[src/hw/mfm_pkg.sv]
// Constants, carrier types and register map of the multichannel fault manager.
// Assumes one 50 MHz system clock and an AHB-Lite register bus.
//
// What this block does
// - Output over/undervoltage fault pulls input enable low when its action bit is set.
// - Input enable stops pulling low once the device is commanded on again.
// - Eight channels form two fault zones of four, each with its own lines.
// - Per channel propagate bits pick zone lines pulled low while faulted off.
// - Per channel response bits pick zone lines; any selected low line shuts it.
// - A line-shut channel restarts when the faulted channel releases the line.
// - A line held low through a 10 us deglitch starts the off sequence.
// - Active-low alert asserts for a maskable set of faults and warnings.
// - Watchdog reset input held low for the minimum time resets the device.
// - Power good combines only the channels chosen by the channel map.
// - DAC has 1.38 V and 2.65 V full scale ranges scaling every code.
// - Clear faults empties the status register and releases the alert line.
// - Latched faults clear on control toggle, operation command or bias cycle.
package mfm_pkg;
   localparam int unsigned CLK_PERIOD_NS       = 20;
   localparam int unsigned FAULT_DEGLITCH_NS   = 10000;
   localparam int unsigned FAULT_DEGLITCH_CYC  =
      (FAULT_DEGLITCH_NS + CLK_PERIOD_NS - 1) / CLK_PERIOD_NS;
   localparam int unsigned RESET_PULSE_MIN_NS  = 20000;
   localparam int unsigned RESET_PULSE_MIN_CYC =
      (RESET_PULSE_MIN_NS + CLK_PERIOD_NS - 1) / CLK_PERIOD_NS;
   localparam int unsigned PIN_FILTER_CYC      = 1;

   localparam int unsigned NUM_CH    = 8;
   localparam int unsigned ZONE_CH   = 4;
   localparam int unsigned ZONE_LINES = 4;

   localparam logic [11:0] DAC_FS_LOW_MV  = 12'd1380;
   localparam logic [11:0] DAC_FS_HIGH_MV = 12'd2650;
   localparam logic [21:0] DAC_STEPS      = 22'd1023;

   localparam logic [7:0] OFS_CTRL   = 8'h00;
   localparam logic [7:0] OFS_VINEN  = 8'h04;
   localparam logic [7:0] OFS_PROP   = 8'h08;
   localparam logic [7:0] OFS_RESP   = 8'h0c;
   localparam logic [7:0] OFS_AMASK  = 8'h10;
   localparam logic [7:0] OFS_PGMAP  = 8'h14;
   localparam logic [7:0] OFS_DAC    = 8'h18;
   localparam logic [7:0] OFS_OPER   = 8'h1c;
   localparam logic [7:0] OFS_STATUS = 8'h20;
   localparam logic [7:0] OFS_STATE  = 8'h24;

   localparam int unsigned CTRL_DAC_POL   = 0;
   localparam int unsigned CTRL_DAC_HI    = 1;
   localparam int unsigned CTRL_CLR_FAULT = 2;
   localparam int unsigned CTRL_SHARE_EN  = 3;

   localparam logic [31:0] RST_PROP  = 32'h0000_0000;
   localparam logic [31:0] RST_RESP  = 32'h0000_0000;
   localparam logic [31:0] RST_AMASK = 32'hffff_ffff;

   typedef struct packed {
      logic        wr;
      logic        rd;
      logic [7:0]  addr;
      logic [31:0] wdata;
   } mfm_regreq_t;
endpackage

[src/hw/mfm_top.sv]
// Fault coordination for eight channels: zone fault lines, input enable, alert,
// power good and trim DAC scaling. Assumes one 50 MHz clock; channel fault,
// warning and good inputs come from supervisors on that clock.
//
// Design decisions made here: the register offsets and the AHB-Lite register port.
`timescale 1ns/1ns
module mfm_top
   import mfm_pkg::*;
(
   input  wire logic        clk_i,
   input  wire logic        reset_n_i,
   input  wire logic        hsel_i,
   input  wire logic [31:0] haddr_i,
   input  wire logic [1:0]  htrans_i,
   input  wire logic        hwrite_i,
   input  wire logic [2:0]  hsize_i,
   input  wire logic [31:0] hwdata_i,
   input  wire logic        hready_i,
   output logic [31:0]      hrdata_o,
   output logic             hreadyout_o,
   output logic             hresp_o,
   input  wire logic [7:0]  ov_fault_i,
   input  wire logic [7:0]  uv_fault_i,
   input  wire logic [7:0]  warn_i,
   input  wire logic [7:0]  chan_good_i,
   input  wire logic        control_i,
   input  wire logic        bias_ok_i,
   input  wire logic        watchdog_reset_input_n_i,
   input  wire logic [7:0]  zone_fault_line_i,
   output logic [7:0]       zone_fault_line_o,
   output logic [7:0]       zone_fault_line_oe_o,
   output logic [7:0]       chan_enable_o,
   output logic [7:0]       chan_restart_o,
   output logic             input_enable_o,
   output logic             alert_line_n_o,
   output logic             power_good_output_o,
   output logic [9:0]       trim_dac_code_o,
   output logic [11:0]      trim_dac_output_mv_o,
   output logic             dac_full_scale_range_o,
   output logic             share_sync_en_o
);

   ////////////////////////////////////////////////////////////////////////////
   typedef struct packed {
      logic [3:0]  ctrl;
      logic [7:0]  ov_act;
      logic [7:0]  uv_act;
      logic [31:0] prop;
      logic [31:0] resp;
      logic [31:0] amask;
      logic [7:0]  pg_map;
      logic [9:0]  dac_code;
      logic [7:0]  run;
      logic [7:0]  faulted;
      logic [31:0] status;
      logic        vin_low;
      logic [7:0]  line_down;
      logic [7:0]  restart;
      logic [7:0]  chan_en;
      logic [7:0]  line_oe;
      logic        alert_n;
      logic        pg;
      logic [11:0] dac_mv;
      logic [9:0]  dac_pin;
      logic        ctl_prev;
      logic        bias_prev;
      logic [15:0] wd_cnt;
   } mfm_state_t;

   localparam mfm_state_t RST = '{
      ctrl: 4'h0, ov_act: 8'h00, uv_act: 8'h00, prop: RST_PROP, resp: RST_RESP,
      amask: RST_AMASK, pg_map: 8'h00, dac_code: 10'h000, run: 8'h00,
      faulted: 8'h00, status: 32'h0000_0000, vin_low: 1'b0, line_down: 8'h00,
      restart: 8'h00, chan_en: 8'h00, line_oe: 8'h00, alert_n: 1'b1, pg: 1'b1,
      dac_mv: 12'h000, dac_pin: 10'h000, ctl_prev: 1'b1, bias_prev: 1'b1, wd_cnt: 16'h0000};

   mfm_state_t  s, next_s;
   mfm_regreq_t req;
   logic [31:0] rdata;
   logic [7:0]  line_lvl;
   logic        ctl_lvl, bias_lvl, wd_lvl;
   logic        wd_hit;

   // Zone of a channel; channels 0..3 sit in zone 0, 4..7 in zone 1
   function automatic logic [3:0] zone_low(input logic [7:0] lvl, input int ch);
      zone_low = (ch < int'(ZONE_CH)) ? ~lvl[3:0] : ~lvl[7:4];
   endfunction

   ////////////////////////////////////////////////////////////////////////////
   mfm_ahb_if u_bus (
      .clk_i       (clk_i),
      .reset_n_i   (reset_n_i),
      .hsel_i      (hsel_i),
      .haddr_i     (haddr_i),
      .htrans_i    (htrans_i),
      .hwrite_i    (hwrite_i),
      .hsize_i     (hsize_i),
      .hwdata_i    (hwdata_i),
      .hready_i    (hready_i),
      .hrdata_o    (hrdata_o),
      .hreadyout_o (hreadyout_o),
      .hresp_o     (hresp_o),
      .req_o       (req),
      .rdata_i     (rdata)
   );

   // Own pulls are sensed back through the pin so every channel sees them
   for (genvar i = 0; i < 8; i++) begin : g_line
      mfm_deglitch #(.CYCLES(FAULT_DEGLITCH_CYC)) u_dg (
         .clk_i     (clk_i),
         .reset_n_i (reset_n_i),
         .pin_i     (zone_fault_line_i[i]),
         .level_o   (line_lvl[i])
      );
   end

   mfm_deglitch #(.CYCLES(PIN_FILTER_CYC)) u_ctl (
      .clk_i (clk_i), .reset_n_i (reset_n_i), .pin_i (control_i), .level_o (ctl_lvl)
   );
   mfm_deglitch #(.CYCLES(PIN_FILTER_CYC)) u_bias (
      .clk_i (clk_i), .reset_n_i (reset_n_i), .pin_i (bias_ok_i), .level_o (bias_lvl)
   );
   mfm_deglitch #(.CYCLES(PIN_FILTER_CYC)) u_wd (
      .clk_i (clk_i), .reset_n_i (reset_n_i), .pin_i (watchdog_reset_input_n_i),
      .level_o (wd_lvl)
   );

   assign wd_hit = s.wd_cnt == 16'(RESET_PULSE_MIN_CYC);

   ////////////////////////////////////////////////////////////////////////////
   always_comb begin
      logic        on_cmd;
      logic        clr_latch;
      logic        clr_status;
      logic [7:0]  trip;
      logic [21:0] prod;
      on_cmd = 1'b0;
      clr_latch = 1'b0;
      clr_status = 1'b0;
      trip = 8'h00;
      prod = 22'h000000;
      next_s = s;
      next_s.ctl_prev = ctl_lvl;
      next_s.bias_prev = bias_lvl;

      if (req.wr) begin
         unique case (req.addr)
            OFS_CTRL: begin
               next_s.ctrl = {req.wdata[CTRL_SHARE_EN], 1'b0, req.wdata[CTRL_DAC_HI],
                              req.wdata[CTRL_DAC_POL]};
               clr_status = req.wdata[CTRL_CLR_FAULT];
            end
            OFS_VINEN: {next_s.uv_act, next_s.ov_act} = req.wdata[15:0];
            OFS_PROP:  next_s.prop = req.wdata;
            OFS_RESP:  next_s.resp = req.wdata;
            OFS_AMASK: next_s.amask = req.wdata;
            OFS_PGMAP: next_s.pg_map = req.wdata[7:0];
            OFS_DAC:   next_s.dac_code = req.wdata[9:0];
            OFS_OPER: begin
               next_s.run = req.wdata[7:0];
               clr_latch = 1'b1;
               on_cmd = |req.wdata[7:0];
            end
            default: ;
         endcase
      end

      // Control toggle, bias return also clear latches; control rise is an on command
      if (ctl_lvl != s.ctl_prev || (bias_lvl && !s.bias_prev)) begin
         clr_latch = 1'b1;
      end
      if (ctl_lvl && !s.ctl_prev) begin
         on_cmd = 1'b1;
      end

      if (clr_latch) begin
         next_s.faulted = 8'h00;
      end
      next_s.faulted = next_s.faulted | ov_fault_i | uv_fault_i;

      // The on command releases the pull; a same-cycle fault keeps it low
      if (on_cmd) begin
         next_s.vin_low = 1'b0;
      end
      if (|((ov_fault_i & s.ov_act) | (uv_fault_i & s.uv_act))) begin
         next_s.vin_low = 1'b1;
      end

      for (int ch = 0; ch < int'(NUM_CH); ch++) begin
         next_s.line_down[ch] = |(s.resp[ch*4 +: 4] & zone_low(line_lvl, ch));
         trip[ch] = !next_s.line_down[ch] && s.line_down[ch];
      end
      next_s.restart = trip;
      next_s.chan_en = next_s.run & ~next_s.faulted & ~next_s.line_down
                       & {8{ctl_lvl}};

      for (int k = 0; k < int'(ZONE_LINES); k++) begin
         next_s.line_oe[k] = 1'b0;
         next_s.line_oe[k+4] = 1'b0;
         for (int c = 0; c < int'(ZONE_CH); c++) begin
            next_s.line_oe[k] |= next_s.faulted[c] & next_s.prop[c*4+k];
            next_s.line_oe[k+4] |= next_s.faulted[c+4] & next_s.prop[(c+4)*4+k];
         end
      end

      // Clearing and a new event in one cycle: the event stays
      if (clr_status) begin
         next_s.status = 32'h0000_0000;
      end
      next_s.status = next_s.status | {trip, warn_i, uv_fault_i, ov_fault_i};
      next_s.alert_n = ~|(next_s.status & s.amask);
      next_s.pg = &(chan_good_i | ~s.pg_map);

      // Scale from the new code and range so level and range move on one edge
      prod = {12'h000, next_s.dac_code}
             * (next_s.ctrl[CTRL_DAC_HI] ? DAC_FS_HIGH_MV : DAC_FS_LOW_MV);
      next_s.dac_mv = 12'(prod / DAC_STEPS);
      // Polarity bit inverts the code for trim-pin converters
      next_s.dac_pin = next_s.ctrl[CTRL_DAC_POL] ? ~next_s.dac_code : next_s.dac_code;

      if (wd_lvl) begin
         next_s.wd_cnt = 16'h0000;
      end else if (!wd_hit) begin
         next_s.wd_cnt = s.wd_cnt + 16'h0001;
      end
      if (wd_hit) begin
         next_s = RST;
         next_s.wd_cnt = s.wd_cnt;
         next_s.ctl_prev = ctl_lvl;
         next_s.bias_prev = bias_lvl;
      end
   end

   always_comb begin
      unique case (req.addr)
         OFS_CTRL:   rdata = {28'h0, s.ctrl};
         OFS_VINEN:  rdata = {16'h0, s.uv_act, s.ov_act};
         OFS_PROP:   rdata = s.prop;
         OFS_RESP:   rdata = s.resp;
         OFS_AMASK:  rdata = s.amask;
         OFS_PGMAP:  rdata = {24'h0, s.pg_map};
         OFS_DAC:    rdata = {22'h0, s.dac_code};
         OFS_OPER:   rdata = {24'h0, s.run};
         OFS_STATUS: rdata = s.status;
         OFS_STATE:  rdata = {7'h0, s.vin_low, s.line_down, s.faulted, s.chan_en};
         default:    rdata = 32'h0000_0000;
      endcase
   end

   always_ff @(posedge clk_i or negedge reset_n_i) begin
      if (!reset_n_i) begin
         s <= RST;
      end else begin
         s <= next_s;
      end
   end

   ////////////////////////////////////////////////////////////////////////////
   assign zone_fault_line_o = 8'h00;
   assign zone_fault_line_oe_o = s.line_oe;
   assign chan_enable_o = s.chan_en;
   assign chan_restart_o = s.restart;
   assign input_enable_o = ~s.vin_low;
   assign alert_line_n_o = s.alert_n;
   assign power_good_output_o = s.pg;
   assign trim_dac_code_o = s.dac_pin;
   assign trim_dac_output_mv_o = s.dac_mv;
   assign dac_full_scale_range_o = s.ctrl[CTRL_DAC_HI];
   assign share_sync_en_o = s.ctrl[CTRL_SHARE_EN];
endmodule

[src/hw/mfm_deglitch.sv]
// Two-flop synchroniser followed by a low-level persistence filter.
// Assumes an asynchronous pin input; a release passes after synchronising only.
`timescale 1ns/1ns
module mfm_deglitch
   import mfm_pkg::*;
#(
   parameter int unsigned CYCLES = 1
) (
   input  wire logic clk_i,
   input  wire logic reset_n_i,
   input  wire logic pin_i,
   output logic      level_o
);

   typedef struct packed {
      logic        s1;
      logic        s2;
      logic [15:0] cnt;
      logic        level;
   } mfm_dg_state_t;

   mfm_dg_state_t s, next_s;

   always_comb begin
      next_s = s;
      next_s.s1 = pin_i;
      next_s.s2 = s.s1;
      if (s.s2) begin
         next_s.cnt = 16'h0000;
         next_s.level = 1'b1;
      end else if (s.cnt >= 16'(CYCLES - 1)) begin
         // Only a low that lasted the full window reaches the logic
         next_s.level = 1'b0;
      end else begin
         next_s.cnt = s.cnt + 16'h0001;
      end
   end

   always_ff @(posedge clk_i or negedge reset_n_i) begin
      if (!reset_n_i) begin
         s <= '{s1: 1'b1, s2: 1'b1, cnt: 16'h0000, level: 1'b1};
      end else begin
         s <= next_s;
      end
   end

   assign level_o = s.level;
endmodule

[src/hw/mfm_ahb_if.sv]
// AHB-Lite slave front end: writes complete with no wait, reads add one wait.
// Assumes a single slave whose hreadyout is the bus hready.
`timescale 1ns/1ns
module mfm_ahb_if
   import mfm_pkg::*;
(
   input  wire logic        clk_i,
   input  wire logic        reset_n_i,
   input  wire logic        hsel_i,
   input  wire logic [31:0] haddr_i,
   input  wire logic [1:0]  htrans_i,
   input  wire logic        hwrite_i,
   input  wire logic [2:0]  hsize_i,
   input  wire logic [31:0] hwdata_i,
   input  wire logic        hready_i,
   output logic [31:0]      hrdata_o,
   output logic             hreadyout_o,
   output logic             hresp_o,
   output mfm_pkg::mfm_regreq_t req_o,
   input  wire logic [31:0] rdata_i
);

   typedef enum logic [2:0] {
      AHB_IDLE = 3'b001,
      AHB_WR   = 3'b010,
      AHB_RD   = 3'b100
   } mfm_ahb_ph_t;

   typedef struct packed {
      mfm_ahb_ph_t ph;
      logic [7:0]  addr;
      logic [31:0] rdata;
      logic        ready;
   } mfm_ahb_state_t;

   mfm_ahb_state_t s, next_s;
   logic           take;

   always_comb begin
      next_s = s;
      next_s.ready = 1'b1;
      take = hsel_i && htrans_i[1] && hready_i && hsize_i == 3'b010;
      req_o = '{wr: s.ph == AHB_WR, rd: 1'b0, addr: s.addr, wdata: hwdata_i};
      unique case (s.ph)
         AHB_RD: begin
            // Register value is captured one cycle after the address phase
            req_o.rd = 1'b1;
            next_s.rdata = rdata_i;
            next_s.ph = AHB_IDLE;
         end
         AHB_WR, AHB_IDLE: begin
            next_s.ph = AHB_IDLE;
         end
         default: next_s.ph = AHB_IDLE;
      endcase
      if (take) begin
         next_s.addr = {haddr_i[7:2], 2'b00};
         next_s.ph = hwrite_i ? AHB_WR : AHB_RD;
         next_s.ready = hwrite_i;
      end
   end

   always_ff @(posedge clk_i or negedge reset_n_i) begin
      if (!reset_n_i) begin
         s <= '{ph: AHB_IDLE, addr: 8'h00, rdata: 32'h0000_0000, ready: 1'b1};
      end else begin
         s <= next_s;
      end
   end

   assign hrdata_o = s.rdata;
   assign hreadyout_o = s.ready;
   assign hresp_o = 1'b0;
endmodule

[config.mk]
export PLATFORM = sky130hd
export DESIGN_NAME = mfm_top
export DESIGN_NICKNAME = d
export VERILOG_FILES = /design/src/hw/mfm_pkg.sv /design/src/hw/mfm_top.sv /design/src/hw/mfm_deglitch.sv /design/src/hw/mfm_ahb_if.sv
export SDC_FILE = /design/constraint.sdc
export NUM_CORES = 1
export LEC_CHECK = 0
export ABC_AREA = 1
export ABC_CLOCK_PERIOD_IN_PS = 12000
export BUFFER_PORTS_ARGS = -buffer_cell sky130_fd_sc_hd__buf_2
export CORE_MARGIN = 10
export CORE_UTILIZATION = 35
export DETAILED_ROUTE_END_ITERATION = 7
export GPL_TIMING_DRIVEN = 0
export PLACE_DENSITY = 0.57
export SLEW_MARGIN = 20
export SYNTH_ARGS = -nofsm -noshare
export SYNTH_HDL_FRONTEND = slang
export SYNTH_SLANG_ARGS = --single-unit
export TNS_END_PERCENT = 1
[constraint.sdc]
create_clock -name clk_i -period 12 [get_ports clk_i]
set_input_delay 0.6 -clock clk_i [delete_from_list [all_inputs] [get_ports clk_i]]
set_output_delay 0.6 -clock clk_i [all_outputs]
set_load 0.01 [all_outputs]
# Yosys cells after proc, flatten, opt, wreduce, memory -nomap -nowiden
# Cells that the tools add are included.
# W data, S select, Z words.
op_classes:
  n_addsub: 12
  n_mul: 1
  div: 1
  order_cmp: 11
  eq_ne: 25
  shift: 0
  mux: 62
  bitwise: 82
  n_reduce_logical: 61
op_table:
  columns: ["op", "count"]
  rows:
  - ["$pmux W32 S10", 1]
  - ["$mux W257", 1]
  - ["$mux W16", 13]
  - ["$add A16 B1 Y16 const B", 12]
  - ["$mux W17", 11]
  - ["$mux W142", 1]
  - ["$ge A16 B9 Y1 const B", 8]
  - ["$mux W32", 4]
  - ["$ge A16 B1 Y1 const B", 3]
  - ["$and A8 B8 Y8", 5]
  - ["$reduce_bool A2 Y1", 17]
  - ["$and A1 B1 Y1", 32]
  - ["$and A32 B32 Y32", 1]
  - ["$and A4 B4 Y4", 8]
  - ["$or A32 B32 Y32", 1]
  - ["$or A8 B8 Y8", 4]
  - ["$reduce_or A32 Y1", 1]
  - ["$reduce_or A4 Y1", 8]
  - ["$eq A6 B3 Y1 const B", 4]
  - ["$mux W8", 3]
  - ["$not A8 Y8", 3]
  - ["$or A1 B1 Y1", 24]
  - ["$div A22 B10 Y22 const B", 1]
  - ["$mul A10 B12 Y22", 1]
  - ["other kinds (25)", 88]
totals:
  ff_bits: 508
  latch_bits: 0
  ramBits: 0
  romBits: 0
  inputBits: 117
  out_inout_bits: 93
  wordCells: 327
  n_memories: 0

# Logic depth before layout (Yosys ltp)
# Gate-level depths: netlist of run 1.
logic_depth:
  ltp_word: 12
  ltp_mapped: 107
  ltp_nobuf: 106

# Hierarchy
# From an unflattened synthesis of run 1, not the netlist that was laid out.
unflattened:
  hier_cells: 3815
  hier_area_um2: 29024.1
modules_own_cells:
  columns: ["mod", "n_inst", "cells_per_inst", "area_each_um2", "seq_area_each_um2"]
  rows:
  - ["mfm_top", 1, 2688, 19328.5, 6451.2]
  - ["mfm_deglitch at g_line[0].u_dg ...", 8, 108, 908.4, 479.2]
  - ["mfm_ahb_if", 1, 254, 2192.1, 1053.5]
  - ["mfm_deglitch at u_bias ...", 3, 3, 78.8, 78.8]

# Least setup slack after synthesis of run 1
# OpenSTA, ideal clock, no wires.
synth_timing:
  kind: "register to register"
  startpoint: "register u_bus.s, in the netlist u_bus.req_o[39]"
  endpoint: "register s, in the netlist trim_dac_output_mv_o[0]"
  setup_time_ns: 0.113
  t_arrival_ns: 12.278
  required_time_ns: 11.887
  path_slack_ns: -0.391
  stages_incl_launch_ff: 89
  n_path_buf: 5
  period_less_slack_ns: 12.391
  path_cell_list: "dfrtp_1 > nor2_1 > nand3_1 > nor2_1 > inv_1 > nor2_1 > nor2_1 > a21oi_1 > inv_1 > clkbuf_1 > clkbuf_1 > nand2_1 > o21ai_0 > ha_1 > inv_1 > fa_1 > inv_1 > fa_1 > (+53 left out) > nand2_4 > nand2_1 > nand2_1 > inv_1 > ha_1 > nand3_1 > nor2_4 > nand2_2 > o21ai_4 > nand2_1 > nand2_1 > nand3b_1 > nor2_2 > o21ai_1 > nand2_1 > nand4_1 > nand2_1 > inv_1"
synth_lines:
  columns: ["item", "line_no", "rtl"]
  rows:
  - ["start: declaration", "mfm_ahb_if.sv:36", "mfm_ahb_state_t s, next_s;"]
  - ["start signal: assignment", "mfm_ahb_if.sv:65", "s <= '{ph: AHB_IDLE, addr: 8'h00, rdata: 32'h0000_0000, ready: 1'b1};"]
  - ["start signal: assignment", "mfm_ahb_if.sv:67", "s <= next_s;"]
  - ["end signal: assignment", "mfm_top.sv:254", "s <= next_s;"]
  - ["end: declaration", "mfm_top.sv:77", "mfm_state_t s, next_s;"]

==> impl_metrics.tcl, run 1 <==
set metrics [dict create \
    grt_pass1_wl_um 138600 \
    fin_util_pct 43.97 \
    clk_pin_slew_ps 60 \
    drtPass1Iterations 5 \
    clock_latency_ps 630 \
    slowest_stage "fa_2" \
    drt-total-wl_um 89050 \
    numCtsBuffers 50 \
    synth-edff-count 0 \
    synthFlopType "dfrtp_1" \
    syn_to_final_growth_pct 25.12 \
    grt_max_degree 96 \
    dpl_worst_slack_ps -2243 \
    first_iter_violations 1736 \
    synth_simple_gate_area_share_pct 23.61 \
    placed_area_um2 29660 \
    synth_top_family_by_area "simple AND/OR/NAND/NOR gates" \
    cp-end-kind "flip-flop" \
    clkPwrFrac_pct 26.9 \
    synthMuxAreaShare_pct 0.2352 \
    crit_fanout 9 \
    yosys-top-cells-count "659 x nand2_1, 580 x inv_1, 389 x nor2_1" \
    syn_area_um2 27130 \
    yosysUniqueCellTypes 68 \
    dp_hpwl_um 67710 \
    timing.final.crit_period_ps 12460 \
    crit_path_frequent_cell "nand2_2" \
    vias 24600 \
    drc 0 \
    hold_violations 0 \
    antenna_found_initial 4 \
    netlist.area_leader.share_pct 35.78 \
    grt_usage_pct 19.50 \
    overflow 0 \
    synth_seq_cells 459 \
    final_antenna_net_count 0 \
    die_x_um 298.4 \
    p_sw_mw 2.395 \
    vias_per_cell 4.983 \
    power_frac_seq_pct 27.1 \
    synthTopCellsByArea "dfrtp_1 36%, nand2_1 9.1%, inv_1 8.0%" \
    yosysMostFrequentCell "nand2_1" \
    hold_path_class "in -> reg" \
    tns_ps -830.2 \
    yosysTopAreaCell "dfrtp_1" \
    cap_violations 0 \
    holdWs_ps 69.41 \
    ys_warn_count 0 \
    core_um2 77210 \
    p_leak_nw 16.81 \
    worst_pin_slew_ps 1142 \
    synth_compound_area_share_pct 13.55 \
    skew_ps 35.75 \
    globalplace.congestion 1.003 \
    synth_fa_ha_area_share_pct 6.815 \
    syn_inst 3466 \
    cts_root_buf "clkbuf_16" \
    drv_slew 0 \
    clockBufferDepth 3 \
    cts_sinks 459 \
    drive_above_1_share_pct 24.56 \
    rsz0062_at_grt "true" \
    crit_path_start_kind "flip-flop" \
    dpl.cell_count 4702 \
    yosysSeqAreaShare_pct 42.66 \
    dieHeight_um 298.4 \
    relSlewSlack_pct 21.93 \
    worstPathArrival_ps 12980 \
    fin_crit_sh_pct 103.9 \
    final_nets 4090 \
    worstSetupPathType "reg -> reg" \
    fin_area_um2 33950 \
    setup_viol 2 \
    drt-wirelength-per-cell_um 18.04 \
    first_global_vias 24380 \
    peakVddDrop_v 0.0001545 \
    worstPathRequired_ps 12510 \
    post_synth.cell_area_avg_um2 7.828 \
    max_clock_freq_ghz 0.08024 \
    setup_ws_ps -463.4 \
    final_cell_count_no_fill 4937 \
    synth_xor_area_share_pct 0.7701 \
    htree_num_levels 2 \
    violations "negative setup slack" \
    start_util_pct 35.14 \
    max_stage_delay_ps 560 \
    pwr-share-comb_pct 46.1 \
    async_flop_share_pct 100.0 \
    boundaryPins 210 \
    intPower_mw 3.581 \
    run_status "finished, violations left" \
    dieArea_um2 89060 \
    finalPower_mw 5.977 \
    p_sw_share_pct 40.08 \
    num_rows 102 \
    cts_tree "built" \
    power_density_nw_per_um2 176.1 \
    port_buffers 173 \
]
-- registers in the layout, summed over array words and instances, names as in the netlist, 8 cells and up --
| register | cells |
|---|---|
| chan_restart_o | 8 |
| s | 206 |
| trim_dac_output_mv_o | 12 |
| trim_dac_code_o | 10 |
| g_line.u_dg.next_s | 8 |
| chan_enable_o | 8 |
| zone_fault_line_oe_o | 8 |
| g_line.u_dg.level_o | 8 |
| u_bus.hrdata_o | 32 |
| g_line.u_dg.s | 136 |
-- cell type report --
class                      instances  area (µm²)
tap                             1040        1301
multi-input combinational       2231       13800
timing repair buffer             316        2122
clock buffer                      71        1420
inverter                         612        2311
buffer                           181        1124
sequential                       459       11570
fill                            7639       43260
clock inverter                    23       290.3
antenna                            4       10.01
-- final timing paths --
path,startpoint,end,slack [ps],cells past startpoint
setup reg to reg,u_bus.req_o[39],trim_dac_output_mv_o[0],-460,97
hold reg to reg,g_line[5].u_dg.next_s[17],g_line[5].u_dg.s[17],350,0
setup / recovery,u_bus.req_o[39],trim_dac_output_mv_o[0],-460,97
hold / removal,zone_fault_line_i[5],g_line[5].u_dg.next_s[17],70,1
min in group asynchronous,reset_n_i,g_line[5].u_dg.s[11],540,2
max in group asynchronous,reset_n_i,power_good_output_o,10140,4
-- power groups by stage --
stage	clock network (mW)	logic (mW)	registers, mW
after floorplan	0	1.55	1.64
after global placement	0	1.95	1.64
after detailed placement	0	1.97	1.64
after CTS	1.64	2.58	1.62
after global routing	1.70	3.05	1.62
final	1.61	2.75	1.62
-- placed cells by master, fill, tap and decap left out, types with 13 or more instances in the layout --
cell	netlist	routed
a21oi_1	148	142
a221oi_1	34	34
a22oi_1	16	16
buf_2	2	176
buf_4	87	204
buf_6	5	17
clkbuf_1	86	93
clkbuf_16	0	53
conb_1	2	18
dfrtp_1	388	388
dfstp_2	71	71
fa_1	43	41
ha_1	79	63
ha_4	0	14
inv_1	580	549
inv_2	20	46
nand2_1	659	568
nand2_2	30	92
nand2_4	9	32
nand3_1	171	138
nand3_2	10	30
nand3_4	6	19
nand4_1	44	44
nor2_1	389	349
nor2_2	17	29
nor2_4	9	37
nor3_1	52	46
nor4_1	28	25
o21a_1	14	14
o21ai_0	206	191
o21ai_1	18	13
o21ai_4	2	15
o22ai_1	97	97
-- routing by layer --
| layer | GRT usage, % | vias up | share of wire, % |
|---|---|---|---|
| met2 | 31.85 | 811 | 46 |
| met4 | 9.622 | 2 | 5.3 |
| met3 | 2.668 | 223 | 6.0 |
| met5 | 0 | - | 0.015 |
| li1 | - | 11920 | - |
| met1 | 25.14 | 11650 | 43 |
-- cell families (layout without fill, tap and decap cells) --
logic type | after synthesis | in the layout
XOR/XNOR | 23 | 23
AND/OR/NAND/NOR | 1449 | 1449
buffers and inverters | 794 | 1203
multiplexers | 6 | 6
AO/OA/AOI/OAI | 611 | 613
flip-flops | 459 | 459
adder cells (fa/ha/maj) | 122 | 122
other | 2 | 22
-- what timing repair did --
item                                    4_1_cts  5_1_grt
hold endpoints to repair                     47        0
resized for setup                           332       54
endpoints found under the setup margin        4        4
pin swaps                                   170       50
cloned                                        8        0
setup buffers                               114       15
hold buffers                                  1        0
-- critical path, delay by kind of cell, from the launching register on --
family          cells  cell delay, ps
compound gates      7            1160
fa+ha+maj           7            2650
buf+inv            18            1610
flops               1             400
simple gates       65            6470
Note: power is estimated with default switching activity, not from simulation.
==> run 2: changes to the inputs <==
- GPL_TIMING_DRIVEN: 0 -> unset
==> impl_metrics.tcl, run 2 (same netlist as run 1, synthesis figures left out) <==
set metrics [dict create \
    run_status "finished, violations left" \
    violations "negative setup slack" \
    rsz0062_at_grt "true" \
    dpl.cell_count 4846 \
    power_density_nw_per_um2 177.0 \
    numCtsBuffers 50 \
    cp-end-kind "flip-flop" \
    first_global_vias 23690 \
    power_frac_seq_pct 27.2 \
    crit_fanout 11 \
    clk_pin_slew_ps 60 \
    boundaryPins 210 \
    antenna_found_initial 1 \
    p_leak_nw 17.06 \
    dp_hpwl_um 61890 \
    crit_path_frequent_cell "nand2_1" \
    r2r_end "trim_dac_output_mv_o[0]" \
    fillers 7787 \
    cts_sinks 459 \
    fin_util_pct 43.58 \
    cts_tree "built" \
    relSlewSlack_pct 22.12 \
    peakVddDrop_v 0.0001483 \
    skew_ps 58.76 \
    max_clock_freq_ghz 0.08256 \
    drv_slew 0 \
    final_antenna_net_count 0 \
    holdBufCountCts 0 \
    pwr-share-comb_pct 46.9 \
    drc 0 \
    worstPathArrival_ps 12590 \
    r2r_cells 97 \
    clockBufferDepth 3 \
    hold_violations 0 \
    max_stage_delay_ps 530 \
    clkPwrFrac_pct 25.9 \
    timing.final.crit_period_ps 12110 \
    final_cell_count_no_fill 4977 \
    hold_path_class "in -> async" \
    setup_viol 2 \
    grt_pass1_wl_um 131900 \
    globalplace.congestion 0.9340 \
    worstPathRequired_ps 12480 \
    vias 24310 \
    drive_above_1_share_pct 24.52 \
    crit_path_start_kind "flip-flop" \
    port_buffers 173 \
    largest_reg_flops 206 \
    grt_max_degree 157 \
    drt-wirelength-per-cell_um 16.68 \
    drtPass1Iterations 6 \
    setup_ws_ps -112.7 \
    core_um2 77210 \
    worst_pin_slew_ps 1168 \
    num_rows 102 \
    placed_area_um2 31020 \
    p_sw_mw 2.254 \
    dieArea_um2 89060 \
    clock_latency_ps 640 \
    final_common_cell "nand2_1" \
    die_x_um 298.4 \
    dieHeight_um 298.4 \
    vias_per_cell 4.884 \
    r2r_start "u_bus.req_o[37]" \
    htree_num_levels 2 \
    drt-total-wl_um 83020 \
    fin_crit_sh_pct 100.9 \
    grt_usage_pct 18.21 \
    cts_root_buf "clkbuf_16" \
    tns_ps -113.0 \
    slowest_stage "fa_1" \
    first_iter_violations 1859 \
    start_util_pct 35.14 \
    layout_common_cells "618 x nand2_1, 571 x inv_1, 388 x dfrtp_1" \
    syn_to_final_growth_pct 24.01 \
    fin_area_um2 33650 \
    p_sw_share_pct 37.84 \
    overflow 0 \
    top_register "s" \
    r2r_slack_ps -110 \
    finalPower_mw 5.955 \
    cap_violations 0 \
    worstSetupPathType "reg -> reg" \
    startpoint "u_bus.req_o[37]" \
    intPower_mw 3.701 \
    final_nets 4133 \
]
## run 2: cell count changes in the layout (fill, tap and decap cells not counted), moves of 13 or more
cell	delta
nand2_1	+50
inv_2	-18
buf_4	+154
inv_1	+22
clkbuf_1	-75
o21ai_1	+13
nand2_2	-26
nand2_4	-20
## run 2: worst max path at each step
stage | endpoint | slack [ps] | depth (start not counted)
finish | trim_dac_output_mv_o[0] | -110 | 97
CTS | trim_dac_output_mv_o[0] | -140 | 102
floorplan | trim_dac_output_mv_o[0] | 10 | 94
global route | trim_dac_output_mv_o[0] | -1290 | 101
global placement | trim_dac_output_mv_o[0] | -600 | 89
detailed placement | trim_dac_output_mv_o[0] | -730 | 88
## run 2: per-layer routing
metal / global-route usage [%] / wire length [µm] / up-vias
li1: - / - / 11980
met1: 24.31 / 36640 / 11430
met2: 29.34 / 37800 / 733
met3: 2.877 / 5311 / 158
met4: 7.061 / 3249 / 2
met5: 0 / 13 / -
## run 2: layout make-up
class                           instances  area, µm²  share of cell area (%)
Sequential cell                       459      11570                   34.40
Antenna cell                            1      2.502                0.007437
Multi-Input combinational cell       2231      13160                   39.10
Clock buffer                           75       1415                   4.206
Timing Repair Buffer                  540       3682                   10.94
Clock inverter                         19      215.2                  0.6396
Inverter                              612       2300                   6.835
Tap cell                             1040       1301                   3.867
## run 2: critical path: cells and delay by family, from the launching register on
kind                     cells  cell delay, ps
adder cells (fa/ha/maj)      7            2710
buffers and inverters       16            1530
AO/OA/AOI/OAI                6             810
AND/OR/NAND/NOR             68            6460
flip-flops                   1             400
## run 2: what timing repair did
item | in CTS | in global routing
resized for setup | 149 | 34
setup endpoints to repair | 3 | 4
buffers inserted | 28 | 5
hold endpoints to repair | 0 | 0
gates cloned | 3 | 0
pin swaps | 74 | 35
## run 2: power by group through the flow
stage	Sequential (mW)	Clock (mW)	Combinational, mW
detailed placement	1.65	0	2.54
global route	1.62	1.65	3.13
floorplan	1.64	0	1.55
CTS	1.62	1.58	2.74
global placement	1.64	0	2.53
finish	1.62	1.54	2.79
## run 2: per-stage QoR
stage | worst slack [ps] | hold slack (ps)
5_1_grt | -1294 | 41.05
3_3_place_gp | -597.2 | 346.8
2_1_floorplan | 14.66 | 304.4
4_1_cts | -139.5 | 34.77
6_report | -112.7 | 62.85
3_5_place_dp | -729.3 | 348.1
